<file path="config.mk">
export PLATFORM = sky130hd
export DESIGN_NAME = xdp_param_words
export DESIGN_NICKNAME = d
export VERILOG_FILES = /design/src/rtl/xdp_pkg.sv /design/src/rtl/xdp_param_words.sv
export SDC_FILE = /design/constraint.sdc
export NUM_CORES = 1
export LEC_CHECK = 0
export ABC_AREA = 1
export BUFFER_PORTS_ARGS = -buffer_cell sky130_fd_sc_hd__buf_4
export CAP_MARGIN = 15
export CORE_UTILIZATION = 40
export CTS_CLUSTER_DIAMETER = 120
export DETAILED_ROUTE_END_ITERATION = 12
export MAX_ROUTING_LAYER = met4
export RECOVER_POWER = 50
export SKIP_LAST_GASP = 1
export SLEW_MARGIN = 30
export SYNTH_ARGS = -nofsm -noshare
export SYNTH_HDL_FRONTEND = slang
export SYNTH_SLANG_ARGS = --single-unit
</file>
<file path="constraint.sdc">
create_clock -name clk -period 8.58 [get_ports clk]
set_input_delay 0 -clock clk [delete_from_list [all_inputs] [get_ports clk]]
set_output_delay 0 -clock clk [all_outputs]
set_load 0.05 [all_outputs]
</file>
<file path="src/rtl/xdp_pkg.sv">
/*
 Shared constants and types for the dummy-cycle and drive-strength
 parameter words block.
 Assumes a single 20 MHz clock and word numbers counted from one.
*/
package xdp_pkg;

	// word numbers inside the register-map parameter table
	localparam logic [7:0] XDP_WORD_DUMMY = 8'h0a;
	localparam logic [7:0] XDP_WORD_DRV_VOL = 8'h0b;
	localparam logic [7:0] XDP_WORD_DRV_NVOL = 8'h0c;
	localparam logic [7:0] XDP_WORD_DRV_TYPE = 8'h0d;

	// dummy-cycle word: five entries for 10, 8, 6, 4, 2 cycles
	localparam int XDP_DUMMY_ENTRIES = 5;
	localparam int XDP_DUMMY_FLAG_TOP = 31;
	localparam int XDP_DUMMY_PAT_TOP = 30;
	localparam int XDP_DUMMY_STRIDE = 6;
	localparam int XDP_DUMMY_PAT_BITS = 5;
	localparam logic [2:0] XDP_DUMMY_MAX_WIDTH = 3'h5;
	localparam int XDP_DUMMY_RSVD_TOP = 1;

	// driver-strength locator words
	localparam int XDP_LOC_WIDTH_TOP = 31;
	localparam int XDP_LOC_WIDTH_BOT = 30;
	localparam int XDP_LOC_BYTE_SEL = 29;
	localparam int XDP_LOC_MSB_TOP = 28;
	localparam int XDP_LOC_MSB_BOT = 25;
	localparam int XDP_LOC_ADDR_TOP = 24;
	localparam int XDP_LOC_ADDR_BOT = 17;
	localparam int XDP_LOC_RSVD_TOP = 16;

	// control width codes
	localparam logic [1:0] XDP_DRV_WIDTH_NONE = 2'h0;
	localparam logic [1:0] XDP_DRV_WIDTH_MAX = 2'h3;

	// driver-type pattern word
	localparam int XDP_DRV_TYPES = 5;
	localparam int XDP_DRV_PAT_TOP = 31;
	localparam int XDP_DRV_PAT_BITS = 3;
	localparam int XDP_DRV_RSVD_TOP = 16;
	// driver type 0 is the 50 ohm strength
	localparam int XDP_DRV_TYPE_50_OHM = 0;

	// values after reset
	localparam logic [31:0] XDP_DATA_RESET = 32'h0000_0000;

	typedef enum logic [0:0] {
		XDP_CAPTURE = 1'b0,
		XDP_READY = 1'b1
	} xdp_state_e;

	typedef struct packed {
		logic [1:0] width;
		logic addr_byte1;
		logic [3:0] msb_pos;
		logic [7:0] reg_addr;
	} xdp_drv_loc_s;

	typedef struct packed {
		logic [4:0] dummy_support;
		logic [24:0] dummy_pattern;
		logic [2:0] dummy_width;
		xdp_drv_loc_s drv_vol;
		xdp_drv_loc_s drv_nvol;
		logic [14:0] drv_pattern;
	} xdp_cfg_s;

	typedef struct packed {
		xdp_state_e state;
		xdp_cfg_s cfg;
		logic rd_valid;
		logic rd_hit;
		logic [31:0] rd_data;
	} xdp_state_s;

endpackage

</file>
<file path="src/rtl/xdp_param_words.sv">
/*
 Device-side source of four read-only parameter words: variable dummy
 cycle patterns, volatile and non-volatile driver-strength locators and
 driver-type patterns. The table reader asks for a word by number.
 Assumes the device straps on cfg stay steady and are synchronous to clk.
*/
// Contract
// - Dummy-cycle patterns word is presented as table word ten.
// - Word ten: bit 31 flags 10 cycles, bits 30-26 its pattern.
// - Word ten: bit 25 flags 8 cycles, bits 24-20 its pattern.
// - Word ten: bit 19 flags 6 cycles, bits 18-14 its pattern.
// - Word ten: bit 13 flags 4 cycles, bits 12-8 its pattern.
// - Word ten: bit 7 flags 2 cycles, bits 6-2 its pattern.
// - Narrow dummy patterns sit in low bits, unused upper bits zero.
// - Reserved bits read zero: word ten 1-0, words eleven to thirteen 16:0.
// - Locator bits 31:30 give control width: none, one, two, three bits.
// - Locator bit 29 selects command-address byte 0 or byte 1.
// - Locator bits 28:25 give position of the top control bit.
// - Locator bits 24:17 give the described register's address.
// - Word twelve describes non-volatile control with the same layout.
// - Word thirteen: types 0, 1, 2 at bits 31-29, 28-26, 25-23.
// - Word thirteen: types 3, 4 at bits 22-20, 19-17.
// - Narrow driver-type patterns keep unused upper bits zero.
// - Driver type 0 is the mandatory 50 ohm strength.
module xdp_param_words (
	input wire logic clk,
	input wire logic reset,
	input wire xdp_pkg::xdp_cfg_s cfg,
	input wire logic rd_req,
	input wire logic [7:0] rd_index,
	output logic rd_ready,
	output logic rd_valid,
	output logic rd_hit,
	output logic [31:0] rd_data
);

	xdp_pkg::xdp_state_s st;
	xdp_pkg::xdp_state_s next_st;

	// keep only the low w bits of a dummy pattern
	function automatic logic [4:0] xdp_mask5(
		input logic [4:0] pat,
		input logic [2:0] w
	);
		logic [2:0] wc;
		logic [4:0] m;
		wc = w;
		if (wc > xdp_pkg::XDP_DUMMY_MAX_WIDTH) begin
			wc = xdp_pkg::XDP_DUMMY_MAX_WIDTH;
		end
		m = 5'(5'h1f >> (xdp_pkg::XDP_DUMMY_MAX_WIDTH - wc));
		return pat & m;
	endfunction

	// keep only the low w bits of a driver-type pattern
	function automatic logic [2:0] xdp_mask3(
		input logic [2:0] pat,
		input logic [1:0] w
	);
		logic [2:0] m;
		m = 3'(3'h7 >> (xdp_pkg::XDP_DRV_WIDTH_MAX - w));
		return pat & m;
	endfunction

	// width that governs the driver-type patterns
	function automatic logic [1:0] xdp_drv_width(
		input xdp_pkg::xdp_cfg_s c
	);
		logic [1:0] w;
		w = c.drv_vol.width;
		if (w == xdp_pkg::XDP_DRV_WIDTH_NONE) begin
			w = c.drv_nvol.width;
		end
		return w;
	endfunction

	function automatic logic [31:0] xdp_dummy_word(
		input xdp_pkg::xdp_cfg_s c
	);
		logic [31:0] w;
		logic [4:0] pat;
		logic flag;
		w = xdp_pkg::XDP_DATA_RESET;
		// entry 0 is 10 cycles, then 8, 6, 4, 2
		for (int i = 0; i < xdp_pkg::XDP_DUMMY_ENTRIES; i++) begin
			flag = c.dummy_support[i];
			pat = c.dummy_pattern[i * xdp_pkg::XDP_DUMMY_PAT_BITS +: xdp_pkg::XDP_DUMMY_PAT_BITS];
			// an unsupported entry publishes no pattern
			if (!flag) begin
				pat = 5'h00;
			end
			w[xdp_pkg::XDP_DUMMY_FLAG_TOP - i * xdp_pkg::XDP_DUMMY_STRIDE] = flag;
			w[xdp_pkg::XDP_DUMMY_PAT_TOP - i * xdp_pkg::XDP_DUMMY_STRIDE -: xdp_pkg::XDP_DUMMY_PAT_BITS] =
				xdp_mask5(pat, c.dummy_width);
		end
		w[xdp_pkg::XDP_DUMMY_RSVD_TOP:0] = 2'h0;
		return w;
	endfunction

	function automatic logic [31:0] xdp_loc_word(
		input xdp_pkg::xdp_drv_loc_s l
	);
		logic [31:0] w;
		w = xdp_pkg::XDP_DATA_RESET;
		w[xdp_pkg::XDP_LOC_WIDTH_TOP:xdp_pkg::XDP_LOC_WIDTH_BOT] = l.width;
		// with no describable control the locator fields stay zero
		if (l.width != xdp_pkg::XDP_DRV_WIDTH_NONE) begin
			w[xdp_pkg::XDP_LOC_BYTE_SEL] = l.addr_byte1;
			w[xdp_pkg::XDP_LOC_MSB_TOP:xdp_pkg::XDP_LOC_MSB_BOT] = l.msb_pos;
			w[xdp_pkg::XDP_LOC_ADDR_TOP:xdp_pkg::XDP_LOC_ADDR_BOT] = l.reg_addr;
		end
		w[xdp_pkg::XDP_LOC_RSVD_TOP:0] = 17'h00000;
		return w;
	endfunction

	function automatic logic [31:0] xdp_type_word(
		input xdp_pkg::xdp_cfg_s c
	);
		logic [31:0] w;
		logic [1:0] dw;
		logic [2:0] pat;
		w = xdp_pkg::XDP_DATA_RESET;
		dw = xdp_drv_width(c);
		// slot 0 is the 50 ohm driver, the rest follow in type order
		for (int i = 0; i < xdp_pkg::XDP_DRV_TYPES; i++) begin
			pat = c.drv_pattern[i * xdp_pkg::XDP_DRV_PAT_BITS +: xdp_pkg::XDP_DRV_PAT_BITS];
			w[xdp_pkg::XDP_DRV_PAT_TOP - i * xdp_pkg::XDP_DRV_PAT_BITS -: xdp_pkg::XDP_DRV_PAT_BITS] =
				xdp_mask3(pat, dw);
		end
		w[xdp_pkg::XDP_DRV_RSVD_TOP:0] = 17'h00000;
		return w;
	endfunction

	// reads are refused until the straps have been captured
	assign rd_ready = (st.state == xdp_pkg::XDP_READY);
	assign rd_valid = st.rd_valid;
	assign rd_hit = st.rd_hit;
	assign rd_data = st.rd_data;

	always_comb begin
		next_st = st;
		next_st.rd_valid = 1'b0;
		case (st.state)
			xdp_pkg::XDP_CAPTURE: begin
				// straps are sampled once, on the first edge after release
				next_st.cfg = cfg;
				next_st.state = xdp_pkg::XDP_READY;
			end
			xdp_pkg::XDP_READY: begin
				if (rd_req) begin
					next_st.rd_valid = 1'b1;
					next_st.rd_hit = 1'b1;
					case (rd_index)
						xdp_pkg::XDP_WORD_DUMMY: begin
							next_st.rd_data = xdp_dummy_word(st.cfg);
						end
						xdp_pkg::XDP_WORD_DRV_VOL: begin
							next_st.rd_data = xdp_loc_word(st.cfg.drv_vol);
						end
						xdp_pkg::XDP_WORD_DRV_NVOL: begin
							next_st.rd_data = xdp_loc_word(st.cfg.drv_nvol);
						end
						xdp_pkg::XDP_WORD_DRV_TYPE: begin
							next_st.rd_data = xdp_type_word(st.cfg);
						end
						default: begin
							// words held elsewhere in the table read zero here
							next_st.rd_hit = 1'b0;
							next_st.rd_data = xdp_pkg::XDP_DATA_RESET;
						end
					endcase
				end
			end
			default: begin
				next_st.state = xdp_pkg::XDP_CAPTURE;
			end
		endcase
	end

	always_ff @(posedge clk or posedge reset) begin
		if (reset) begin
			st <= '0;
		end else begin
			st <= next_st;
		end
	end

endmodule

</file>
# Word level (Yosys, flattened, before mapping)
# Cells that the tools add are included.
# totals
input_bits	89
latch_bits	0
reg_bits	113
memories	0
mem_bits_rw	0
wordCells	74
output_inout_bits	35
romBits	0
# classes
n_div	0
mux	34
bitwise	10
n_reduce_logical	5
shift	2
multipliers	0
n_eq_ne	4
add_sub_neg	2
n_lt_le_gt_ge	1
# op_table
cell	count
$pmux 32 s4	1
$mux 5	20
$mux 34	2
$eq 8x4->1 const B	4
$mux 13	2
$and 5x5->5	5
$and 3x3->3	5
$mux 3	4
$mux 2	4
$shr 5x3->5 const A	1
$reduce_bool 2->1	2
$reduce_or 4->1	1
$gt 3x3->1 const B	1
$shr 3x2->3 const A	1
$sub 3x3->3 const A	1
$logic_not 2->1	1
$reduce_and 2->1	1
$sub 2x2->2 const A	1
$mux 1	1

# Depth between registers and ports, before layout
# Gate-level depths: netlist of the first run.
# logic_depth
depth_word	11
depth_mapped	10

# Least setup slack after synthesis of the first run
# Ideal clock, no wire load.
# synth_timing
path_kind	register to register
startpoint	register st (netlist bit rd_ready)
endpoint	register st[100] in the netlist's numbering
setup_slack_ns	6.997
required_time_ns	8.455
setup_time_ns	0.125
path_stages_with_launch	4
t_arrival_ns	1.459
period_less_slack_ns	1.583
n_path_buf	2
cell_sequence	dfrtp_1 -> buf_2 -> buf_2 -> mux2_2
# synth_lines
item	line_no	source
from (decl)	xdp_param_words.sv:37	xdp_pkg::xdp_state_s st;
from (signal assigned)	xdp_param_words.sv:184	st <= next_st;
# No word-level cell between the ends.

# Worst setup path after layout of the first run
# layout_timing
startpoint	register st (netlist bit rd_ready)
endpoint	register st (netlist bit rd_data[5])
# layout_between
elab_chain_cells	1
# layout_lines
item
$reduce_and 2->1 (no line)
# No other way between the ends.
# A chain may end at the register's enable or synchronous reset.

==> reports/summary.txt, run 1 <==
=================================================================================
Result of the run .................................................. finished with violations
Violations in the final reports .................................... capacitance limit, slew limit
Mean number of vias per cell .......................................         4.74
Num CTS Buffers ....................................................            9
Routed wire length .................................................     13900 um
Final-report max-slew violation count ..............................           91
Synthesis warning total ............................................            0
Maximum clock skew at final layout .................................   0.00649 ns
Worst hold path cell count .........................................            8
Layout cells sized above 1 .........................................        22.5%
Leak Pwr ...........................................................      3.61 nW
Cell depth of the worst flop-to-flop path ..........................            7
Part of the total power dissipated in combinational logic ..........        15.4%
Core region area ...................................................  0.0133 mm^2
Crit start category ................................................     register
Total of max-cap violations ........................................            2
Commonest cells after routing, fill and taps aside ................. nand2_1 (155), dfrtp_1 (111), buf_4 (89)
Number of buffer cells added on primary ports ......................          121
Number of optimization iterations in the first detailed-route pass .            5
Later-pin clock latency in the skew report .........................      0.35 ns
Clock root buffer master ...........................................    clkbuf_16
Number of core rows ................................................           42
Switch share .......................................................        25.0%
RSZ-0062 raised after global routing ...............................        false
Slew headroom ......................................................       -35.5%
Area growth from synthesis to layout ...............................        32.0%
Int Power ..........................................................   0.000886 W
Average routed wire per standard cell ..............................      14.6 um
Total global routing track utilization .............................        21.8%
Post-route ant nets ................................................            0
Most common library cell in the layout ignoring fill and taps ......      nand2_1
Arrival @ worst endpoint ...........................................      3.85 ns
Post-Syn Area ...................................................... 0.00546 mm^2
Maximum buffer depth of the clock tree .............................            2
Start-to-end type of the worst setup path ..........................   reg -> reg
Ratio of total power to cell area ..................................  164 mW/mm^2
Worst Path Max Fanout ..............................................           41
Fmax ...............................................................      277 MHz
Number of hold-slack violations in the final timing report .........            0
Worst Hold Class ...................................................    in -> reg
Finish-stage setup viols ...........................................            0
Post-CTS setup buffer count ........................................            0
Library cells used by synthesis ....................................           27
Wire length of the first global-routing pass .......................     22900 um
Clock-pin transition on the worst setup and hold timing paths ......      0.07 ns
Via count ..........................................................         4539
Net switching power figure .........................................   0.000295 W
Maximum resistive drop on vdd ......................................    0.0853 mV
Proportion of netlist area held by the largest area contributor ....        50.9%
# hold bufs at CTS .................................................           79
Final Cycle Share ..................................................        42.1%
Number of sinks handled by clock tree synthesis ....................          111
Drc violations .....................................................            0
Post-route minimum period ..........................................      3.61 ns
Count of pins on the block boundary ................................          124
Syn Area/Cell ......................................................    8.85 um^2
Antenna violations before repair ...................................            0
Final total negative setup slack ...................................         0 ns
Synth area leader ..................................................      dfrtp_1
TritonCTS clock tree ...............................................          yes
CP Data Required Time ..............................................      8.82 ns
ANT cells ..........................................................            0
Vias in the first global route .....................................         4654
Clock share of power ...............................................        35.1%
Sequential share of the synthesized area ...........................        50.9%
Synthesized instance count .........................................          617
Gates resized, CTS repair ..........................................            0
DIE AREA ...........................................................  0.0141 mm^2
Floorplan die width ................................................       119 um
Post-detail-place hpwl .............................................      9700 um
Final cell count without fillers ...................................          958
GRT overflow .......................................................            0
Biggest area contributors in the synthesized netlist ............... dfrtp_1 (51%), mux2_2 (11%), nand2_1 (11%)
Transition time at the pin with the least slew margin ..............      2.02 ns
Final #Nets ........................................................          868
Starting DRT DRC Count .............................................          253
Routability Congestion .............................................        0.811
Sequential group share of total power ..............................        49.5%
Maximum level of the CTS H-tree ....................................            3
Initial cell density of the core ...................................        41.1%
Critical path endpoint category ....................................     register
Synthesis-stage register bit count .................................          111
DIE HEIGHT .........................................................       119 um
Largest net degree at the start of global routing ..................           65
Number of placed instances, taps included ..........................          864
=================================================================================
[metrics by stage]
stage               utilization [%]  hold slack (ns)  instance area, um^2  total power [W]  worst slack (ns)
finish                         54.2            0.263                 7210          0.00118              4.97
CTS                            55.2            0.192                 7340          0.00119              6.28
global placement               47.1            0.107                 6260         0.000745              6.40
floorplan                         -            0.150                 5470         0.000686              5.65
detailed placement             47.1            0.109                 6260         0.000750              6.33
global route                   54.2            0.298                 7210          0.00124              4.61
[power groups by stage]
| stage | Clock, W | Combinational [W] | Sequential [W] |
|---|---|---|---|
| 5_1_grt | 0.000444 | 0.000201 | 0.000590 |
| 4_1_cts | 0.000426 | 0.000184 | 0.000585 |
| 3_5_place_dp | 0 | 0.000155 | 0.000595 |
| 2_1_floorplan | 0 | 0.000101 | 0.000585 |
| 6_report | 0.000415 | 0.000182 | 0.000585 |
| 3_3_place_gp | 0 | 0.000151 | 0.000594 |
[layer usage]
metal  up-vias  GRT usage, %  wire, um
li1       2235             -         -
met1      2160          26.4      6150
met2       121          36.2      6860
met3        23          4.84       608
met4         0          7.04       317
met5         -             -         0
[cell usage after synthesis]
library cell	n
a21boi_0	5
a21oi_1	24
buf_1	2
buf_2	12
buf_4	34
buf_6	2
clkbuf_1	4
clkinv_1	1
conb_1	2
dfrtp_1	111
ha_1	1
inv_1	45
inv_2	3
mux2_2	55
nand2_1	155
nand2_2	4
nand2_4	1
nand3_1	47
nand3b_1	3
nand4_1	1
nor2_1	84
nor2_2	5
nor2_4	3
nor2_8	1
nor3_1	1
o21ai_0	4
o21ai_1	7
[critical path: stages (launching register included)]
cell	delay (ns)
dfrtp_1	0.96
nand2_1	0.26
clkbuf_1	1.06
inv_1	0.66
nand2_1	0.31
nor2_4	0.09
nand3_1	0.08
nand2_1	0.05
[area by class of cell]
type	count	area, um^2
repair buffers	203	1590
flip-flops and latches	111	2780
clock buffers	12	246
clock inverters	3	43.8
inverters	49	185
fillers	1266	6080
multi-input cells	404	2140
well taps	176	220
[state kept, by name, indices dropped and copies added (netlist names)]
name      flops
st           78
rd_ready      1
rd_hit        1
rd_valid      1
rd_data      30
[cell families (layout without fill, tap and decap cells)]
logic type	after synthesis	in the layout	share of synthesized area, %
AND/OR/NAND/NOR	305	305	23.6
flip-flops	111	111	50.9
buffers and inverters	103	267	9.97
multiplexers	55	55	11.3
AO/OA/AOI/OAI	40	40	3.89
other	2	3	0.138
adder cells (fa/ha/maj)	1	1	0.229
[path summary, 6_finish.rpt]
kind                                   from     endpoint  slack (ns)
worst max-delay path               rd_ready   rd_data[5]        4.97
worst min-delay path            rd_index[1]  rd_data[23]        0.26
worst max register to register     rd_ready   rd_data[5]        4.97
worst min register to register   rd_data[4]   rd_data[4]        0.49
max in group asynchronous             reset       st[60]        6.25
min in group asynchronous             reset      st[105]        0.75
Note: power is estimated with default switching activity, not from simulation.
==> run 2, diff against run 1 <==
- clock period: 8.58 -> 3.5 ns (I/O delays scaled with it)
==> run 2 against run 1 <==
- the flow now finishes without violations
- wire length shrank 0.36%
- critical path depth shrank 5
- worst hold slack lost 0.035 ns
- combinational power grew 150%
- register-to-register slack lost 4.0 ns
- design area grew 0.23%
- critical path type is now reg -> out
- largest cell class unchanged
==> reports/summary.txt, run 2 (synthesized netlist as in run 1, its figures left out) <==
=================================================================================
RSZ-0062 raised after global routing ...............................        false   unchanged
Switch share .......................................................        25.5%   was 25.0%
Worst Path Max Fanout ..............................................           72   was 41
Number of optimization iterations in the first detailed-route pass .            5   unchanged
Core region area ...................................................  0.0133 mm^2   unchanged
DIE AREA ...........................................................  0.0141 mm^2   unchanged
Part of the total power dissipated in combinational logic ..........        15.6%   was 15.4%
Critical path endpoint category .................................... primary output   was register
Post-route minimum period ..........................................      2.68 ns
Slew headroom ......................................................        18.9%   was -35.5%
CP Data Required Time ..............................................      3.50 ns   was 8.82 ns
Final total negative setup slack ...................................         0 ns   unchanged
Number of sinks handled by clock tree synthesis ....................          111   unchanged
Sequential group share of total power ..............................        49.5%   about the same
Worst hold margin ..................................................     0.228 ns   was 0.263 ns
Gates resized, CTS repair ..........................................            0   unchanged
Initial cell density of the core ...................................        41.1%   unchanged
Count of pins on the block boundary ................................          124   unchanged
Average routed wire per standard cell ..............................      14.5 um   was 14.6 um
Origin of the critical flop-to-flop path ...........................     rd_ready   unchanged
Post-CTS setup buffer count ........................................            0   unchanged
Maximum level of the CTS H-tree ....................................            3   unchanged
Final Cycle Share ..................................................        76.4%
Result of the run .................................................. finished, final reports clean   was finished with violations
Later-pin clock latency in the skew report .........................      0.36 ns   was 0.35 ns
Starting DRT DRC Count .............................................          253   unchanged
CP startpoint ......................................................     rd_ready   unchanged
Most common library cell in the layout ignoring fill and taps ......      nand2_1   unchanged
Wire length of the first global-routing pass .......................     22400 um   was 22900 um
Maximum resistive drop on vdd ......................................     0.258 mV   was 0.0853 mV
Clock share of power ...............................................        34.9%   was 35.1%
Max FFs per register ...............................................           78   unchanged
Area growth from synthesis to layout ...............................        32.3%   was 32.0%
Final-report max-slew violation count ..............................            0   was 91
Floorplan die width ................................................       119 um   unchanged
TritonCTS clock tree ...............................................          yes   unchanged
Worst Hold Class ...................................................    in -> reg   unchanged
Transition time at the pin with the least slew margin ..............      1.22 ns   was 2.02 ns
Number of buffer cells added on primary ports ......................          121   unchanged
DIE HEIGHT .........................................................       119 um   unchanged
Ratio of total power to cell area ..................................  400 mW/mm^2   was 164 mW/mm^2
Hold Path Origin ...................................................       rd_req   was rd_index[1]
Int Power ..........................................................    0.00215 W   was 0.000886 W
Number of hold-slack violations in the final timing report .........            0   unchanged
Commonest cells after routing, fill and taps aside ................. nand2_1 (155), dfrtp_1 (111), buf_4 (90)   was nand2_1 (155), dfrtp_1 (111), buf_4 (89)
Maximum clock skew at final layout .................................   0.00600 ns   was 0.00649 ns
Critical-path cell with the highest stage delay ....................      dfrtp_1   was clkbuf_1
Mean number of vias per cell .......................................         4.77   was 4.74
Routability Congestion .............................................        0.841   was 0.811
Antenna violations before repair ...................................            0   unchanged
Vias in the first global route .....................................         4635   was 4654
Leak Pwr ...........................................................      3.62 nW   was 3.61 nW
Net switching power figure .........................................   0.000737 W   was 0.000295 W
Clock root buffer master ...........................................    clkbuf_16   unchanged
GRT overflow .......................................................            0   unchanged
FF+latch area ...................................................... 0.00278 mm^2   unchanged
Crit start category ................................................     register   unchanged
Combined area of the multi-input logic cells ....................... 0.00214 mm^2   unchanged
Register with the highest flop count ...............................           st   unchanged
Final #Nets ........................................................          868   unchanged
Number of core rows ................................................           42   unchanged
Crit path largest cell delay .......................................      1.15 ns   was 1.06 ns
Drc violations .....................................................            0   unchanged
Clock-pin transition on the worst setup and hold timing paths ......      0.07 ns   about the same
Fill cell count ....................................................         1267   was 1266
Cell occurring most often along the worst timing path ..............        buf_4   was nand2_1
Maximum buffer depth of the clock tree .............................            2   unchanged
Total global routing track utilization .............................        21.2%   was 21.8%
Final cell count without fillers ...................................          958   unchanged
Layout cells sized above 1 .........................................        22.9%   was 22.5%
ANT cells ..........................................................            0   unchanged
Num CTS Buffers ....................................................            9   unchanged
Total of max-cap violations ........................................            0   was 2
# hold bufs at CTS .................................................           79   unchanged
Arrival @ worst endpoint ...........................................      2.68 ns   was 3.85 ns
Post-route ant nets ................................................            0   unchanged
Via count ..........................................................         4574   was 4539
Post-detail-place hpwl .............................................      9730 um   was 9700 um
Finish-stage setup viols ...........................................            0   unchanged
Largest net degree at the start of global routing ..................           73   was 65
Total power ........................................................    0.00289 W   was 0.00118 W
Number of placed instances, taps included ..........................          864   unchanged
Cell-by-cell listing of the critical path .......................... buf_4 > buf_4   was nand2_1 > clkbuf_1 > inv_1 > nand2_1 > nor2_4 > nand3_1 > nand2_1
Fmax ...............................................................      374 MHz
Routed wire length .................................................     13900 um   about the same
Start-to-end type of the worst setup path ..........................   reg -> out   was reg -> reg
=================================================================================
run 2: power groups by stage:
stage	registers (W)	clock network [W]	logic (W)
2_1_floorplan	0.00143	0	0.000247
3_3_place_gp	0.00145	0	0.000375
6_report	0.00143	0.00101	0.000450
4_1_cts	0.00143	0.00104	0.000454
5_1_grt	0.00144	0.00108	0.000497
3_5_place_dp	0.00146	0	0.000383
run 2: per-stage QoR:
step	worst slack, ns	util [%]	cell area (um^2)
6_report	0.825	54.4	7230
5_1_grt	0.627	54.4	7230
4_1_cts	1.38	55.3	7350
2_1_floorplan	0.569	-	5470
3_5_place_dp	1.56	47.2	6270
3_3_place_gp	1.59	47.2	6270
run 2: final timing paths:
check / to / cells after the start / slack (ns)
min: rd_data[25] / 5 / 0.23
min in group asynchronous: st[100] / 3 / 0.29
max in group asynchronous: st[44] / 4 / 2.54
max: rd_ready / 2 / 0.82
min reg2reg: rd_data[6] / 2 / 0.48
max reg2reg: st[110] / 2 / 0.97
run 2: area by class of cell:
cell class | count | area share (%)
well taps | 176 | 3.05
clock inverters | 6 | 0.848
flip-flops and latches | 111 | 38.4
clock buffers | 9 | 3.12
inverters | 49 | 2.61
multi-input cells | 404 | 29.7
repair buffers | 203 | 22.3
run 2: critical path: cells and delay by family (launching register included):
family | cells | cell delay (ns)
buffers and inverters | 2 | 1.10
flip-flops | 1 | 1.15
run 2: layer usage:
| layer | global-route usage (%) | part of all wire (%) | vias up |
|---|---|---|---|
| met1 | 24.9 | 44 | 2188 |
| met3 | 4.26 | 4.1 | 24 |
| met2 | 36.6 | 50 | 121 |
| met4 | 6.72 | 1.8 | 0 |
| met5 | - | 0 | - |
| li1 | - | - | 2241 |
==> run 3, diff against run 2 <==
- clock period: 3.5 -> 2.4 ns (I/O delays scaled with it)
==> run 3 against run 2 <==
- sequential power up 46%
- clock skew up 0.0032 ns
- setup slack worse by 0.26 ns
- largest cell class unchanged
- combinational power up 47%
- die area unchanged
- the flow now finishes with violations (capacitance limit, slew limit)
- critical path depth up 2
- non-clock buffer count up 4
- register-to-register slack worse by 0.40 ns
- design area up 1.1%
- largest power group unchanged
==> reports/summary.txt, run 3 (synthesized netlist as in run 1, its figures left out) <==
=================================================================================
Initial cell density of the core ...................................        41.1%   unchanged
Crit path largest cell delay .......................................      0.88 ns   was 1.15 ns
Total power ........................................................    0.00436 W   was 0.00289 W
Via count ..........................................................         4568   was 4574
Endpoint of the worst hold path ....................................  rd_data[13]   was rd_data[25]
Total of max-cap violations ........................................            1   was 0
Maximum resistive drop on vdd ......................................     0.380 mV   was 0.258 mV
Critical-path cell with the highest stage delay ....................   clkinvlp_2   was dfrtp_1
Number of sinks handled by clock tree synthesis ....................          111   unchanged
Maximum clock skew at final layout .................................   0.00922 ns   was 0.00600 ns
DIE AREA ...........................................................  0.0141 mm^2   unchanged
Number of hold-slack violations in the final timing report .........            0   unchanged
Gates resized, CTS repair ..........................................            0   unchanged
Drc violations .....................................................            0   unchanged
Floorplan die width ................................................       119 um   unchanged
Number of core rows ................................................           42   unchanged
Slew headroom ......................................................       -2.83%   was 18.9%
Average routed wire per standard cell ..............................      14.7 um   was 14.5 um
Pre-CTS setup slack ................................................     0.624 ns   was 1.56 ns
Largest net degree at the start of global routing ..................           66   was 73
Number of buffer cells added on primary ports ......................          121   unchanged
Fmax ...............................................................      544 MHz
Max FFs per register ...............................................           78   unchanged
Clock-pin transition on the worst setup and hold timing paths ......      0.07 ns   about the same
Post-route worst setup slack .......................................     0.563 ns   was 0.825 ns
Total global routing track utilization .............................        21.6%   was 21.2%
Fraction of met2 tracks used by global routing .....................        36.1%   was 36.6%
Most common library cell in the layout ignoring fill and taps ......      nand2_1   unchanged
CP Data Required Time ..............................................      2.86 ns   was 3.50 ns
Final Cycle Share ..................................................        76.6%
Critical path endpoint category ....................................    async pin   was primary output
RSZ-0062 raised after global routing ...............................        false   unchanged
Transition time at the pin with the least slew margin ..............      1.53 ns   was 1.22 ns
Vias in the first global route .....................................         4592   was 4635
Core region area ...................................................  0.0133 mm^2   unchanged
Origin of the critical flop-to-flop path ...........................     rd_ready   unchanged
Final-report max-slew violation count ..............................           32   was 0
Final #Nets ........................................................          872   was 868
Antenna violations before repair ...................................            0   unchanged
Met3 layer usage reported by global route ..........................        4.36%   was 4.26%
Capturing point of the worst reg2reg path ..........................       st[49]   was st[110]
Layer with the highest usage after global routing ..................         met2   unchanged
Arrival @ worst endpoint ...........................................      2.30 ns   was 2.68 ns
Register with the highest flop count ...............................           st   unchanged
Worst Path Max Fanout ..............................................           40   was 72
Wire length of the first global-routing pass .......................     23000 um   was 22400 um
Worst hold path cell count .........................................            5   unchanged
GR Layer Usage met1 ................................................        26.6%   was 24.9%
Leak Pwr ...........................................................      3.66 nW   was 3.62 nW
Maximum buffer depth of the clock tree .............................            2   unchanged
Starting DRT DRC Count .............................................          288   was 253
Post-route ant nets ................................................            0   unchanged
Count of pins on the block boundary ................................          124   unchanged
DIE HEIGHT .........................................................       119 um   unchanged
Number of optimization iterations in the first detailed-route pass .            5   unchanged
Routability Congestion .............................................        0.831   was 0.841
Hold Path Origin ...................................................       rd_req   unchanged
GRT overflow .......................................................            0   unchanged
Ratio of total power to cell area ..................................  596 mW/mm^2   was 400 mW/mm^2
Finish-stage setup viols ...........................................            0   unchanged
Final total negative setup slack ...................................         0 ns   unchanged
Reg-to-reg setup timing slack ......................................      0.57 ns   was 0.97 ns
Cell depth of the worst flop-to-flop path ..........................            2   unchanged
Clock root buffer master ...........................................    clkbuf_16   unchanged
Cell occurring most often along the worst timing path ..............     clkbuf_4   was buf_4
Routed wire length .................................................     14200 um   was 13900 um
Later-pin clock latency in the skew report .........................      0.36 ns   about the same
Maximum level of the CTS H-tree ....................................            3   unchanged
TritonCTS clock tree ...............................................          yes   unchanged
Post-route minimum period ..........................................      1.84 ns
Violations in the final reports .................................... capacitance limit, slew limit
Fraction of the core area covered by cells at the end of the flow ..        55.0%   was 54.4%
Mean number of vias per cell .......................................         4.74   was 4.77
Crit start category ................................................   input port   was register
Post-detail-place hpwl .............................................      9920 um   was 9730 um
ANT cells ..........................................................            0   unchanged
Start-to-end type of the worst setup path ..........................  in -> async   was reg -> out
Worst Hold Class ...................................................    in -> reg   unchanged
Cell-by-cell listing of the critical path .......................... dlygate4sd3_1 > clkbuf_4 > clkinvlp_2 > clkbuf_4   was buf_4 > buf_4
Layout cells sized above 1 .........................................        23.5%   was 22.9%
Result of the run .................................................. finished with violations   was finished, final reports clean
Num CTS Buffers ....................................................            9   unchanged
Delay-heaviest family, CP .......................................... buffers and inverters   was flip-flops
Commonest cells after routing, fill and taps aside ................. nand2_1 (155), dfrtp_1 (111), buf_4 (92)   was nand2_1 (155), dfrtp_1 (111), buf_4 (90)
Buf+Inv Stages, Crit Path ..........................................            4   was 2
Area growth from synthesis to layout ...............................        33.8%   was 32.3%
=================================================================================
run 3: layout make-up:
| cell class | count | area [um^2] |
|---|---|---|
| fill | 1264 | 5990 |
| sequential | 111 | 2780 |
| multi-input combinational | 404 | 2140 |
| timing repair buffer | 207 | 1660 |
| clock buffer | 13 | 280 |
| tap | 176 | 220 |
| inverter | 49 | 185 |
| clock inverter | 3 | 46.3 |
run 3: tightest hold or removal path: stages:
cell	delay, ns
buf_4	0.11
nand2_1	0.07
inv_1	0.06
nand2_1	0.12
o21ai_0	0.10
run 3: timing repair:
item | CTS | global route
hold endpoints to repair | 108 | 0
setup buffers | 0 | 0
hold buffers | 79 | 0
run 3: how the worst max path moves through the flow:
| stage | startpoint | to | slack (ns) | cells past startpoint |
|---|---|---|---|---|
| floorplan | rd_ready | st[100] | 0.82 | 3 |
| global placement | st[81] | rd_data[28] | 0.72 | 10 |
| detailed placement | st[81] | rd_data[22] | 0.62 | 10 |
| CTS | st[81] | rd_data[22] | 0.62 | 10 |
| global route | reset | st[72] | 0.23 | 4 |
| finish | reset | rd_data[11] | 0.56 | 4 |
run 3: stage by stage:
step	instances	hold WS, ns	area [um^2]
2_1_floorplan	618	0.150	5470
4_1_cts	963	0.135	7450
5_1_grt	963	0.192	7310
3_3_place_gp	868	0.173	6330
3_5_place_dp	868	0.171	6330
6_report	963	0.147	7310
run 3: routing by layer:
metal / wire length [um] / up-vias
met5: 0 / -
met4: 195 / 0
met3: 648 / 13
met2: 7140 / 115
met1: 6180 / 2193
li1: - / 2247
run 3: power by group:
group | total [W] | internal, W | switching [W]
sequential | 0.00209 | 0.00200 | 0.0000855
combinational | 0.000662 | 0.000340 | 0.000322
clock | 0.00161 | 0.000928 | 0.000683
